$ cat src/common/rot_ret_pkg.sv
// Constants shared by the return and rotate execution slice.
package rot_ret_pkg;
   // Register map byte offsets on the register bus.
   localparam logic [7:0] OFS_WORK = 8'h00;
   localparam logic [7:0] OFS_FLAGS = 8'h04;
   localparam logic [7:0] OFS_BANK = 8'h08;
   localparam logic [7:0] OFS_WORK_SH = 8'h0c;
   localparam logic [7:0] OFS_FLAGS_SH = 8'h10;
   localparam logic [7:0] OFS_BANK_SH = 8'h14;
   localparam logic [7:0] OFS_IRQ_CTRL = 8'h18;
   localparam logic [7:0] OFS_PC_LATCH = 8'h1c;
   localparam logic [7:0] OFS_STATE = 8'h20;
   // Flag register bit positions.
   localparam int FLAG_C = 0;
   localparam int FLAG_Z = 2;
   localparam int FLAG_N = 4;
   // Interrupt control bit positions.
   localparam int IRQ_HIGH = 0;
   localparam int IRQ_LOW = 1;
   localparam int EXT_SET = 2;
   // Reset values.
   localparam logic [7:0] RST_BYTE = 8'h00;
   localparam logic [3:0] RST_BANK = 4'h0;
   // Opcode patterns (upper bits compared).
   localparam logic [14:0] OPC_IRQ_EXIT = 15'h0008;
   localparam logic [14:0] OPC_SUB_EXIT = 15'h0009;
   localparam logic [7:0] OPC_LIT_EXIT = 8'h0c;
   localparam logic [5:0] OPC_ROT_LC = 6'h0d;
   localparam logic [5:0] OPC_ROT_LP = 6'h11;
   localparam logic [5:0] OPC_ROT_RC = 6'h0c;
   // Addressing constants.
   localparam logic [7:0] INDEXED_MAX = 8'h5f;
   localparam logic [3:0] ACCESS_HI_BANK = 4'hf;
   localparam logic [3:0] ACCESS_LO_BANK = 4'h0;
   // Bus responses.
   localparam logic [1:0] RESP_OKAY = 2'b00;
   localparam logic [1:0] RESP_SLVERR = 2'b10;
   // Sequencer states.
   typedef enum logic [0:0] {
      ST_EXEC = 1'b0,
      ST_SECOND = 1'b1
   } seq_state_t;
endpackage

$ cat src/rtl/return_and_rotate_exec.sv
// Execution slice for the three return and three rotate instructions.
// Contract
// - Interrupt exit pops the stack into the program counter and sets one global irq enable, in two cycles.
// - Interrupt exit with the fast bit set restores working, flags and bank select from shadows, else leaves them.
// - Interrupt exit and literal exit leave the upper and high program counter latches unchanged.
// - Literal exit loads the literal into working and pops the stack into the program counter, in two cycles.
// - Subroutine exit pops the stack into the program counter in two cycles, the second doing nothing.
// - Subroutine exit with the fast bit set restores working, flags and bank select from shadows.
// - Rotate left through carry moves bit 7 to carry, old carry to bit 0, and updates C, N and Z.
// - Rotate right through carry moves bit 0 to carry, old carry to bit 7, and updates C, N and Z.
// - A destination bit of 0 sends a rotate result to working, 1 back to the file register.
// - An operand bank bit of 0 addresses the access bank, 1 uses the bank select register.
// - With the extended set on, bank bit 0 and address at most 95, the operand is indexed.
`timescale 1ns/1ns
`default_nettype none
module return_and_rotate_exec
   import rot_ret_pkg::*;
(
   // Clock and reset.
   input wire logic i_sys_clk,
   input wire logic i_rst_n,
   // Instruction issue.
   input wire logic i_instr_valid,
   input wire logic [15:0] i_instr,
   output logic o_instr_ready,
   // Return stack and program counter.
   input wire logic [20:0] i_stack_top,
   output logic o_stack_pop,
   output logic o_pc_load,
   output logic [20:0] o_pc,
   // File register port and indexed base.
   input wire logic [11:0] i_index_base,
   input wire logic [7:0] i_file_rdata,
   output logic [11:0] o_file_addr,
   output logic o_file_we,
   output logic [11:0] o_file_waddr,
   output logic [7:0] o_file_wdata,
   // AXI4-Lite write channels.
   input wire logic i_awvalid,
   input wire logic [7:0] i_awaddr,
   output logic o_awready,
   input wire logic i_wvalid,
   input wire logic [31:0] i_wdata,
   input wire logic [3:0] i_wstrb,
   output logic o_wready,
   output logic o_bvalid,
   output logic [1:0] o_bresp,
   input wire logic i_bready,
   // AXI4-Lite read channels.
   input wire logic i_arvalid,
   input wire logic [7:0] i_araddr,
   output logic o_arready,
   output logic o_rvalid,
   output logic [31:0] o_rdata,
   output logic [1:0] o_rresp,
   input wire logic i_rready
);
////////////////////////////////////////////////////////////////////////////
   logic [7:0] work, flags, work_sh, flags_sh, aw_addr;
   logic [3:0] bank, bank_sh, w_strb;
   logic [2:0] irq_ctrl;
   logic [12:0] pc_latch;
   seq_state_t state;
   logic [2:0] last_op;
   // Issue and opcode decode.
   wire issue = i_instr_valid && o_instr_ready;
   wire fast = i_instr[0];
   wire is_irq_exit = issue && (i_instr[15:1] == OPC_IRQ_EXIT);
   wire is_sub_exit = issue && (i_instr[15:1] == OPC_SUB_EXIT);
   wire is_lit_exit = issue && (i_instr[15:8] == OPC_LIT_EXIT);
   wire is_rot_lc = issue && (i_instr[15:10] == OPC_ROT_LC);
   wire is_rot_lp = issue && (i_instr[15:10] == OPC_ROT_LP);
   wire is_rot_rc = issue && (i_instr[15:10] == OPC_ROT_RC);
   wire is_ret = is_irq_exit || is_sub_exit || is_lit_exit;
   wire is_rot = is_rot_lc || is_rot_lp || is_rot_rc;
   wire restore = (is_irq_exit || is_sub_exit) && fast;
   wire dest_file = i_instr[9];
   wire bank_bit = i_instr[8];
   wire [7:0] faddr = i_instr[7:0];
   // Operand address; indexed mode adds the literal offset to the base.
   wire indexed = irq_ctrl[EXT_SET] && !bank_bit && (faddr <= INDEXED_MAX);
   wire [11:0] access_addr = (faddr <= INDEXED_MAX) ?
      {ACCESS_LO_BANK, faddr} : {ACCESS_HI_BANK, faddr};
   wire [11:0] bank_addr = {bank, faddr};
   wire [11:0] index_addr = i_index_base + {4'h0, faddr};
   assign o_file_addr = indexed ? index_addr :
      (bank_bit ? bank_addr : access_addr);
   // Forward a pending write so back-to-back rotates see fresh data.
   wire fwd = o_file_we && (o_file_waddr == o_file_addr);
   wire [7:0] operand = fwd ? o_file_wdata : i_file_rdata;
   // Rotate datapath.
   wire old_c = flags[FLAG_C];
   wire [7:0] rot_res = is_rot_rc ? {old_c, operand[7:1]} :
      (is_rot_lc ? {operand[6:0], old_c} :
      {operand[6:0], operand[7]});
   wire rot_c = is_rot_rc ? operand[0] : operand[7];
   wire upd_c = is_rot_lc || is_rot_rc;
   // Register bus decode.
   logic aw_held, w_held;
   logic [31:0] w_data;
   wire sw_wr = aw_held && w_held && !o_bvalid;
   wire wr_work = sw_wr && (aw_addr == OFS_WORK) && w_strb[0];
   wire wr_flags = sw_wr && (aw_addr == OFS_FLAGS) && w_strb[0];
   wire wr_bank = sw_wr && (aw_addr == OFS_BANK) && w_strb[0];
   wire wr_work_sh = sw_wr && (aw_addr == OFS_WORK_SH) && w_strb[0];
   wire wr_flags_sh = sw_wr && (aw_addr == OFS_FLAGS_SH) && w_strb[0];
   wire wr_bank_sh = sw_wr && (aw_addr == OFS_BANK_SH) && w_strb[0];
   wire wr_irq = sw_wr && (aw_addr == OFS_IRQ_CTRL) && w_strb[0];
   wire wr_lat_lo = sw_wr && (aw_addr == OFS_PC_LATCH) && w_strb[0];
   wire wr_lat_hi = sw_wr && (aw_addr == OFS_PC_LATCH) && w_strb[1];
   wire wr_map = (aw_addr <= OFS_PC_LATCH) && (aw_addr[1:0] == 2'b00);
   wire rd_map = (i_araddr <= OFS_STATE) && (i_araddr[1:0] == 2'b00);
   wire [31:0] rd_mux =
      (i_araddr == OFS_WORK) ? {24'h000000, work} :
      (i_araddr == OFS_FLAGS) ? {24'h000000, flags} :
      (i_araddr == OFS_BANK) ? {28'h0000000, bank} :
      (i_araddr == OFS_WORK_SH) ? {24'h000000, work_sh} :
      (i_araddr == OFS_FLAGS_SH) ? {24'h000000, flags_sh} :
      (i_araddr == OFS_BANK_SH) ? {28'h0000000, bank_sh} :
      (i_araddr == OFS_IRQ_CTRL) ? {29'h00000000, irq_ctrl} :
      (i_araddr == OFS_PC_LATCH) ? {19'h00000, pc_latch} :
      (i_araddr == OFS_STATE) ? {28'h0000000, last_op, state} :
      32'h00000000;
   // Instructions take priority over a software write in the same cycle.
   wire [7:0] next_work = restore ? work_sh :
      is_lit_exit ? i_instr[7:0] :
      (is_rot && !dest_file) ? rot_res :
      wr_work ? w_data[7:0] : work;
   wire [7:0] rot_flags = {flags[7:5], rot_res[7], flags[3],
      (rot_res == 8'h00), flags[1], upd_c ? rot_c : old_c};
   wire [7:0] next_flags = restore ? flags_sh :
      is_rot ? rot_flags :
      wr_flags ? w_data[7:0] : flags;
   wire [3:0] next_bank = restore ? bank_sh :
      wr_bank ? w_data[3:0] : bank;
   // Set the high enable if it is off, otherwise the low enable.
   wire [2:0] irq_set = irq_ctrl[IRQ_HIGH] ? 3'b010 : 3'b001;
   wire [2:0] next_irq = is_irq_exit ? (irq_ctrl | irq_set) :
      wr_irq ? w_data[2:0] : irq_ctrl;
////////////////////////////////////////////////////////////////////////////
   // Two-cycle returns hold issue off for their idle second cycle.
   assign o_instr_ready = (state == ST_EXEC);
   always_ff @(posedge i_sys_clk) begin
      if (!i_rst_n) begin
         state <= ST_EXEC;
      end else begin
         case (state)
            ST_EXEC: state <= is_ret ? ST_SECOND : ST_EXEC;
            ST_SECOND: state <= ST_EXEC;
            default: state <= ST_EXEC;
         endcase
      end
   end
   // Core register updates.
   always_ff @(posedge i_sys_clk) begin
      if (!i_rst_n) begin
         work <= RST_BYTE;
         flags <= RST_BYTE;
         bank <= RST_BANK;
         irq_ctrl <= 3'h0;
         last_op <= 3'h0;
      end else begin
         work <= next_work;
         flags <= next_flags;
         bank <= next_bank;
         irq_ctrl <= next_irq;
         if (is_ret || is_rot) begin
            last_op <= {is_rot, is_lit_exit || is_rot_lp,
               is_sub_exit || is_rot_rc};
         end
      end
   end
   // Shadows and latches; returns never touch the latches.
   always_ff @(posedge i_sys_clk) begin
      if (!i_rst_n) begin
         work_sh <= RST_BYTE;
         flags_sh <= RST_BYTE;
         bank_sh <= RST_BANK;
         pc_latch <= 13'h0000;
      end else begin
         if (wr_work_sh) work_sh <= w_data[7:0];
         if (wr_flags_sh) flags_sh <= w_data[7:0];
         if (wr_bank_sh) bank_sh <= w_data[3:0];
         if (wr_lat_lo) pc_latch[7:0] <= w_data[7:0];
         if (wr_lat_hi) pc_latch[12:8] <= w_data[12:8];
      end
   end
   // Stack pop, program counter load and file write are registered.
   always_ff @(posedge i_sys_clk) begin
      if (!i_rst_n) begin
         o_stack_pop <= 1'b0;
         o_pc_load <= 1'b0;
         o_pc <= 21'h000000;
         o_file_we <= 1'b0;
         o_file_waddr <= 12'h000;
         o_file_wdata <= 8'h00;
      end else begin
         o_stack_pop <= is_ret;
         o_pc_load <= is_ret;
         if (is_ret) o_pc <= i_stack_top;
         o_file_we <= is_rot && dest_file;
         if (is_rot) begin
            o_file_waddr <= o_file_addr;
            o_file_wdata <= rot_res;
         end
      end
   end
////////////////////////////////////////////////////////////////////////////
   // Write address and data are taken in either order, then answered.
   assign o_awready = !aw_held && !o_bvalid;
   assign o_wready = !w_held && !o_bvalid;
   always_ff @(posedge i_sys_clk) begin
      if (!i_rst_n) begin
         aw_held <= 1'b0;
         w_held <= 1'b0;
         aw_addr <= 8'h00;
         w_data <= 32'h00000000;
         w_strb <= 4'h0;
         o_bvalid <= 1'b0;
         o_bresp <= RESP_OKAY;
      end else begin
         if (i_awvalid && o_awready) begin
            aw_held <= 1'b1;
            aw_addr <= i_awaddr;
         end
         if (i_wvalid && o_wready) begin
            w_held <= 1'b1;
            w_data <= i_wdata;
            w_strb <= i_wstrb;
         end
         if (sw_wr) begin
            aw_held <= 1'b0;
            w_held <= 1'b0;
            o_bvalid <= 1'b1;
            o_bresp <= wr_map ? RESP_OKAY : RESP_SLVERR;
         end else if (o_bvalid && i_bready) begin
            o_bvalid <= 1'b0;
         end
      end
   end
   // Reads answer one cycle after the address is taken.
   assign o_arready = !o_rvalid;
   always_ff @(posedge i_sys_clk) begin
      if (!i_rst_n) begin
         o_rvalid <= 1'b0;
         o_rdata <= 32'h00000000;
         o_rresp <= RESP_OKAY;
      end else if (i_arvalid && o_arready) begin
         o_rvalid <= 1'b1;
         o_rdata <= rd_mux;
         o_rresp <= rd_map ? RESP_OKAY : RESP_SLVERR;
      end else if (i_rready) begin
         o_rvalid <= 1'b0;
      end
   end
endmodule
`default_nettype wire

$ cat config.mk
export PLATFORM = sky130hd
export DESIGN_NAME = return_and_rotate_exec
export DESIGN_NICKNAME = d
export VERILOG_FILES = /design/src/common/rot_ret_pkg.sv /design/src/rtl/return_and_rotate_exec.sv
export SDC_FILE = /design/constraint.sdc
export NUM_CORES = 1
export LEC_CHECK = 0
export BUFFER_PORTS_ARGS = -buffer_cell sky130_fd_sc_hd__buf_2
export CAP_MARGIN = 10
export CORE_MARGIN = 4
export CORE_UTILIZATION = 53
export CTS_BUF_LIST = sky130_fd_sc_hd__clkbuf_4 sky130_fd_sc_hd__clkbuf_8 sky130_fd_sc_hd__clkbuf_16
export DETAILED_ROUTE_END_ITERATION = 10
export PLACE_DENSITY = 0.93
export SLEW_MARGIN = 20
export SYNTH_ARGS = -nofsm -noshare
export SYNTH_HDL_FRONTEND = slang
export SYNTH_SLANG_ARGS = --single-unit
$ cat constraint.sdc
create_clock -name i_sys_clk -period 4.2 [get_ports i_sys_clk]
set_input_delay 0.21 -clock i_sys_clk [delete_from_list [all_inputs] [get_ports i_sys_clk]]
set_output_delay 0.21 -clock i_sys_clk [all_outputs]
set_load 0.01 [all_outputs]
==> results.sh <==
export IMPL_power_mw=3.38
export IMPL_synth_compound_area_share_pct=20.9
export IMPL_synth_largest_area_cell="dfxtp_1"
export IMPL_finalNetCount=1275
export IMPL_portBuffers=172
export IMPL_leakage_nw=3.83
export IMPL_async_flop_share_pct=0
export IMPL_synth_edf_count=0
export IMPL_power_density_mw_per_mm2=364
export IMPL_worstSetupPathType="register to register"
export IMPL_syn_area_per_cell_um2=7.79
export IMPL_tightestPinTransition_ns=1.12
export IMPL_worstSetupStartpointType="register"
export IMPL_status="complete, no violations"
export IMPL_drt_iter0_markers=826
export IMPL_min_period_ns=3.83
export IMPL_routabilityCongestion=0.930
export IMPL_vias_per_cell=6.08
export IMPL_hold_violations=0
export IMPL_synth_seq_area_share_pct=37.3
export IMPL_grt_pass1_wl_um=37000
export IMPL_grtUsageTotal_pct=27.6
export IMPL_grt_max_degree=71
export IMPL_regToRegStartpoint="irq_ctrl[2]$_SDFFE_PN0P_"
export IMPL_cts_sinks=145
export IMPL_synthFlopType="dfxtp_1"
export IMPL_reg2reg_to="work[6]$_SDFFE_PN0P_"
export IMPL_cts_tree="yes"
export IMPL_route_detailed_drc=0
export IMPL_dieArea_mm2=0.0167
export IMPL_hp_class="input pin to register"
export IMPL_synth_area_mm2=0.00779
export IMPL_synth_top_area_share_pct=37.3
export IMPL_pin_count=215
export IMPL_clkTransAtPathRegs_ns=0.06
export IMPL_slew_headroom_pct=24.6
export IMPL_hpwl_um=17100
export IMPL_min_period_over_period_pct=91.1
export IMPL_crit_arrival_ns=4.12
export IMPL_numCtsBuffers=17
export IMPL_fmax_ghz=0.261
export IMPL_yosys_area_share_adder_pct=1.54
export IMPL_layout_drive_gt1_share_pct=20.7
export IMPL_maxSlewViolCount=0
export IMPL_die_w_um=129
export IMPL_cp_end_kind="register"
export IMPL_ant_nets=0
export IMPL_ys_types=73
export IMPL_regToRegSetupSlack_ns=0.37
export IMPL_yosys_area_share_xor_xnor_pct=1.53
export IMPL_core_area_mm2=0.0145
export IMPL_critPathMaxFanout=10
export IMPL_row_count=44
export IMPL_diodes=0
export IMPL_die_height_um=129
export IMPL_synthSimpleGateAreaFrac_pct=24.4
export IMPL_synth_mux_area_share_pct=8.34
export IMPL_ff2ff_path_depth=10
export IMPL_ir_drop_mv=0.281
export IMPL_cp_required_ns=4.50
export IMPL_cts_root_buf="clkbuf_16"
export IMPL_wirelength_um=23500
export IMPL_dr_pass1_iters=7
export IMPL_finalSetupViolCount=0
export IMPL_finalSetupTns_ns=0
export IMPL_endpoint="work[6]$_SDFFE_PN0P_"
export IMPL_grt_overflow_total=0
export IMPL_startpoint="irq_ctrl[2]$_SDFFE_PN0P_"
export IMPL_insertion_delay_ns=0.42
export IMPL_cts_buffer_depth=2
export IMPL_cts_setup_buffers=0
export IMPL_h_tree_depth=4
export IMPL_initial_core_util_pct=53.8
export IMPL_antenna_found_initial=0
export IMPL_grt_pass1_vias=7414
export IMPL_fin_skew_ns=0.00863
export IMPL_synthCells=1000
export IMPL_area_growth_pct=19.5
export IMPL_synthTopCellsByArea="dfxtp_1 37%, nand2_1 9.1%, a21oi_1 7.1%"
export IMPL_cap_viol_max_count=0
export IMPL_synth_top_family_by_area="simple AND/OR/NAND/NOR gates"
export IMPL_wl_per_cell_um=17.4
export IMPL_ys_warnings_count=0
export IMPL_rsz0062_at_grt="no"
export IMPL_via_count=8171
export IMPL_ys_seq_elements=145
## how the worst min path moves through the flow
stage | from | cells past startpoint | slack [ns] | end
6_report | i_wdata[1] | 3 | 0.02 | w_data[1]$_SDFFE_PN0P_
3_5_place_dp | i_rready | 2 | 0.40 | o_rvalid$_SDFFE_PN0P_
3_3_place_gp | i_rready | 2 | 0.40 | o_rvalid$_SDFFE_PN0P_
5_1_grt | i_wdata[1] | 3 | 0.02 | w_data[1]$_SDFFE_PN0P_
2_1_floorplan | i_rready | 1 | 0.31 | o_rvalid$_SDFFE_PN0P_
4_1_cts | i_wdata[1] | 3 | 0.01 | w_data[1]$_SDFFE_PN0P_
## kinds of logic (layout without fill, tap and decap cells)
logic type      count (synthesis)  count (layout)
buf+inv                        95             236
xor+xnor                       12              12
simple gates                  423             423
mux                            61              61
other cells                     1              21
compound gates                254             254
fa+ha+maj                       9               9
flops                         145             145
## cells in the final DEF, fill, tap and decap left out, drive strengths merged, types with 18 or more instances in the layout
cell type | Yosys | layout
o21ai | 32 | 32
dfxtp | 145 | 145
nand2 | 189 | 189
a21oi | 111 | 111
clkbuf | 51 | 18
conb | 1 | 21
nor2 | 109 | 109
inv | 15 | 19
nor3 | 27 | 27
mux2i | 54 | 54
buf | 29 | 189
nand3 | 26 | 26
## registers in the layout, summed over array words and instances (netlist names), 12 cells and up
signal        count
o_file_waddr     12
o_pc             21
o_rdata          13
pc_latch         13
w_data           13
## synth_stat cells, types with 4 or more instances
library cell and instances:
a211o_1 6, a211oi_1 9, a21o_1 6, a21oi_1 110
a221oi_1 8, a222oi_1 9, a22o_1 4, a22oi_1 8
a31oi_1 14, and2_1 5, and3_1 8, buf_1 4
buf_4 22, clkbuf_1 50, dfxtp_1 145, ha_1 8
inv_1 15, mux2i_1 54, nand2_1 189, nand2b_1 7
nand3_1 26, nand3b_1 8, nand4_1 6, nor2_1 108
nor2b_1 7, nor3_1 26, nor3b_1 4, nor4_1 7
o211a_1 4, o211ai_1 11, o21ai_0 31, o221ai_1 4
or3_1 4, xnor2_1 6, xor2_1 5
## report_power, final
group | leakage (nW) | switching (mW) | internal (mW)
clock network | 0.292 | 0.616 | 0.960
logic | 2.37 | 0.228 | 0.144
registers | 1.17 | 0.0328 | 1.40
total | 3.83 | 0.877 | 2.51
## metrics by stage
| step | cells | hold slack, ns | util (%) | worst slack [ns] | area [um^2] |
|---|---|---|---|---|---|
| 2_1_floorplan | 1020 | 0.309 | - | 0.517 | 7870 |
| 3_3_place_gp | 1313 | 0.398 | 59.9 | 0.280 | 8680 |
| 3_5_place_dp | 1313 | 0.403 | 59.9 | 0.220 | 8680 |
| 4_1_cts | 1345 | 0.0120 | 64.3 | 0.511 | 9300 |
| 5_1_grt | 1345 | 0.0185 | 64.3 | 0.250 | 9310 |
| 6_report | 1345 | 0.0235 | 64.3 | 0.373 | 9310 |
## layout make-up
| type | instances | area, um^2 |
|---|---|---|
| Inverter | 15 | 57.6 |
| Multi-Input combinational cell | 780 | 4500 |
| Tap cell | 184 | 230 |
| Sequential cell | 145 | 2900 |
| Clock inverter | 13 | 176 |
| Clock buffer | 18 | 439 |
| Timing Repair Buffer | 190 | 998 |
| Fill cell | 1160 | 5170 |
## worst max-delay path, cell delays in order, from the launching register on
cell      delay [ns]
dfxtp_1         0.41
or3b_1          0.56
nor2_2          0.40
a31o_2          0.28
xnor2_1         0.20
o211ai_1        0.15
or4_4           0.59
nor3_4          0.41
mux2i_1         0.17
a221oi_1        0.41
a21oi_1         0.12
## repair_timing
action	4_1_cts	5_1_grt
hold endpoints to repair	1	0
gates resized for setup	0	0
hold buffers	1	0
## layer usage
metal | up-vias | GRT usage (%) | part of all wire [%]
met2 | 468 | 46.5 | 48
met4 | 0 | 10.6 | 2.4
met1 | 3818 | 34.5 | 39
li1 | 3823 | - | -
met5 | - | 0 | 0
met3 | 62 | 6.39 | 11
Power figures use the tool's default switching activity.
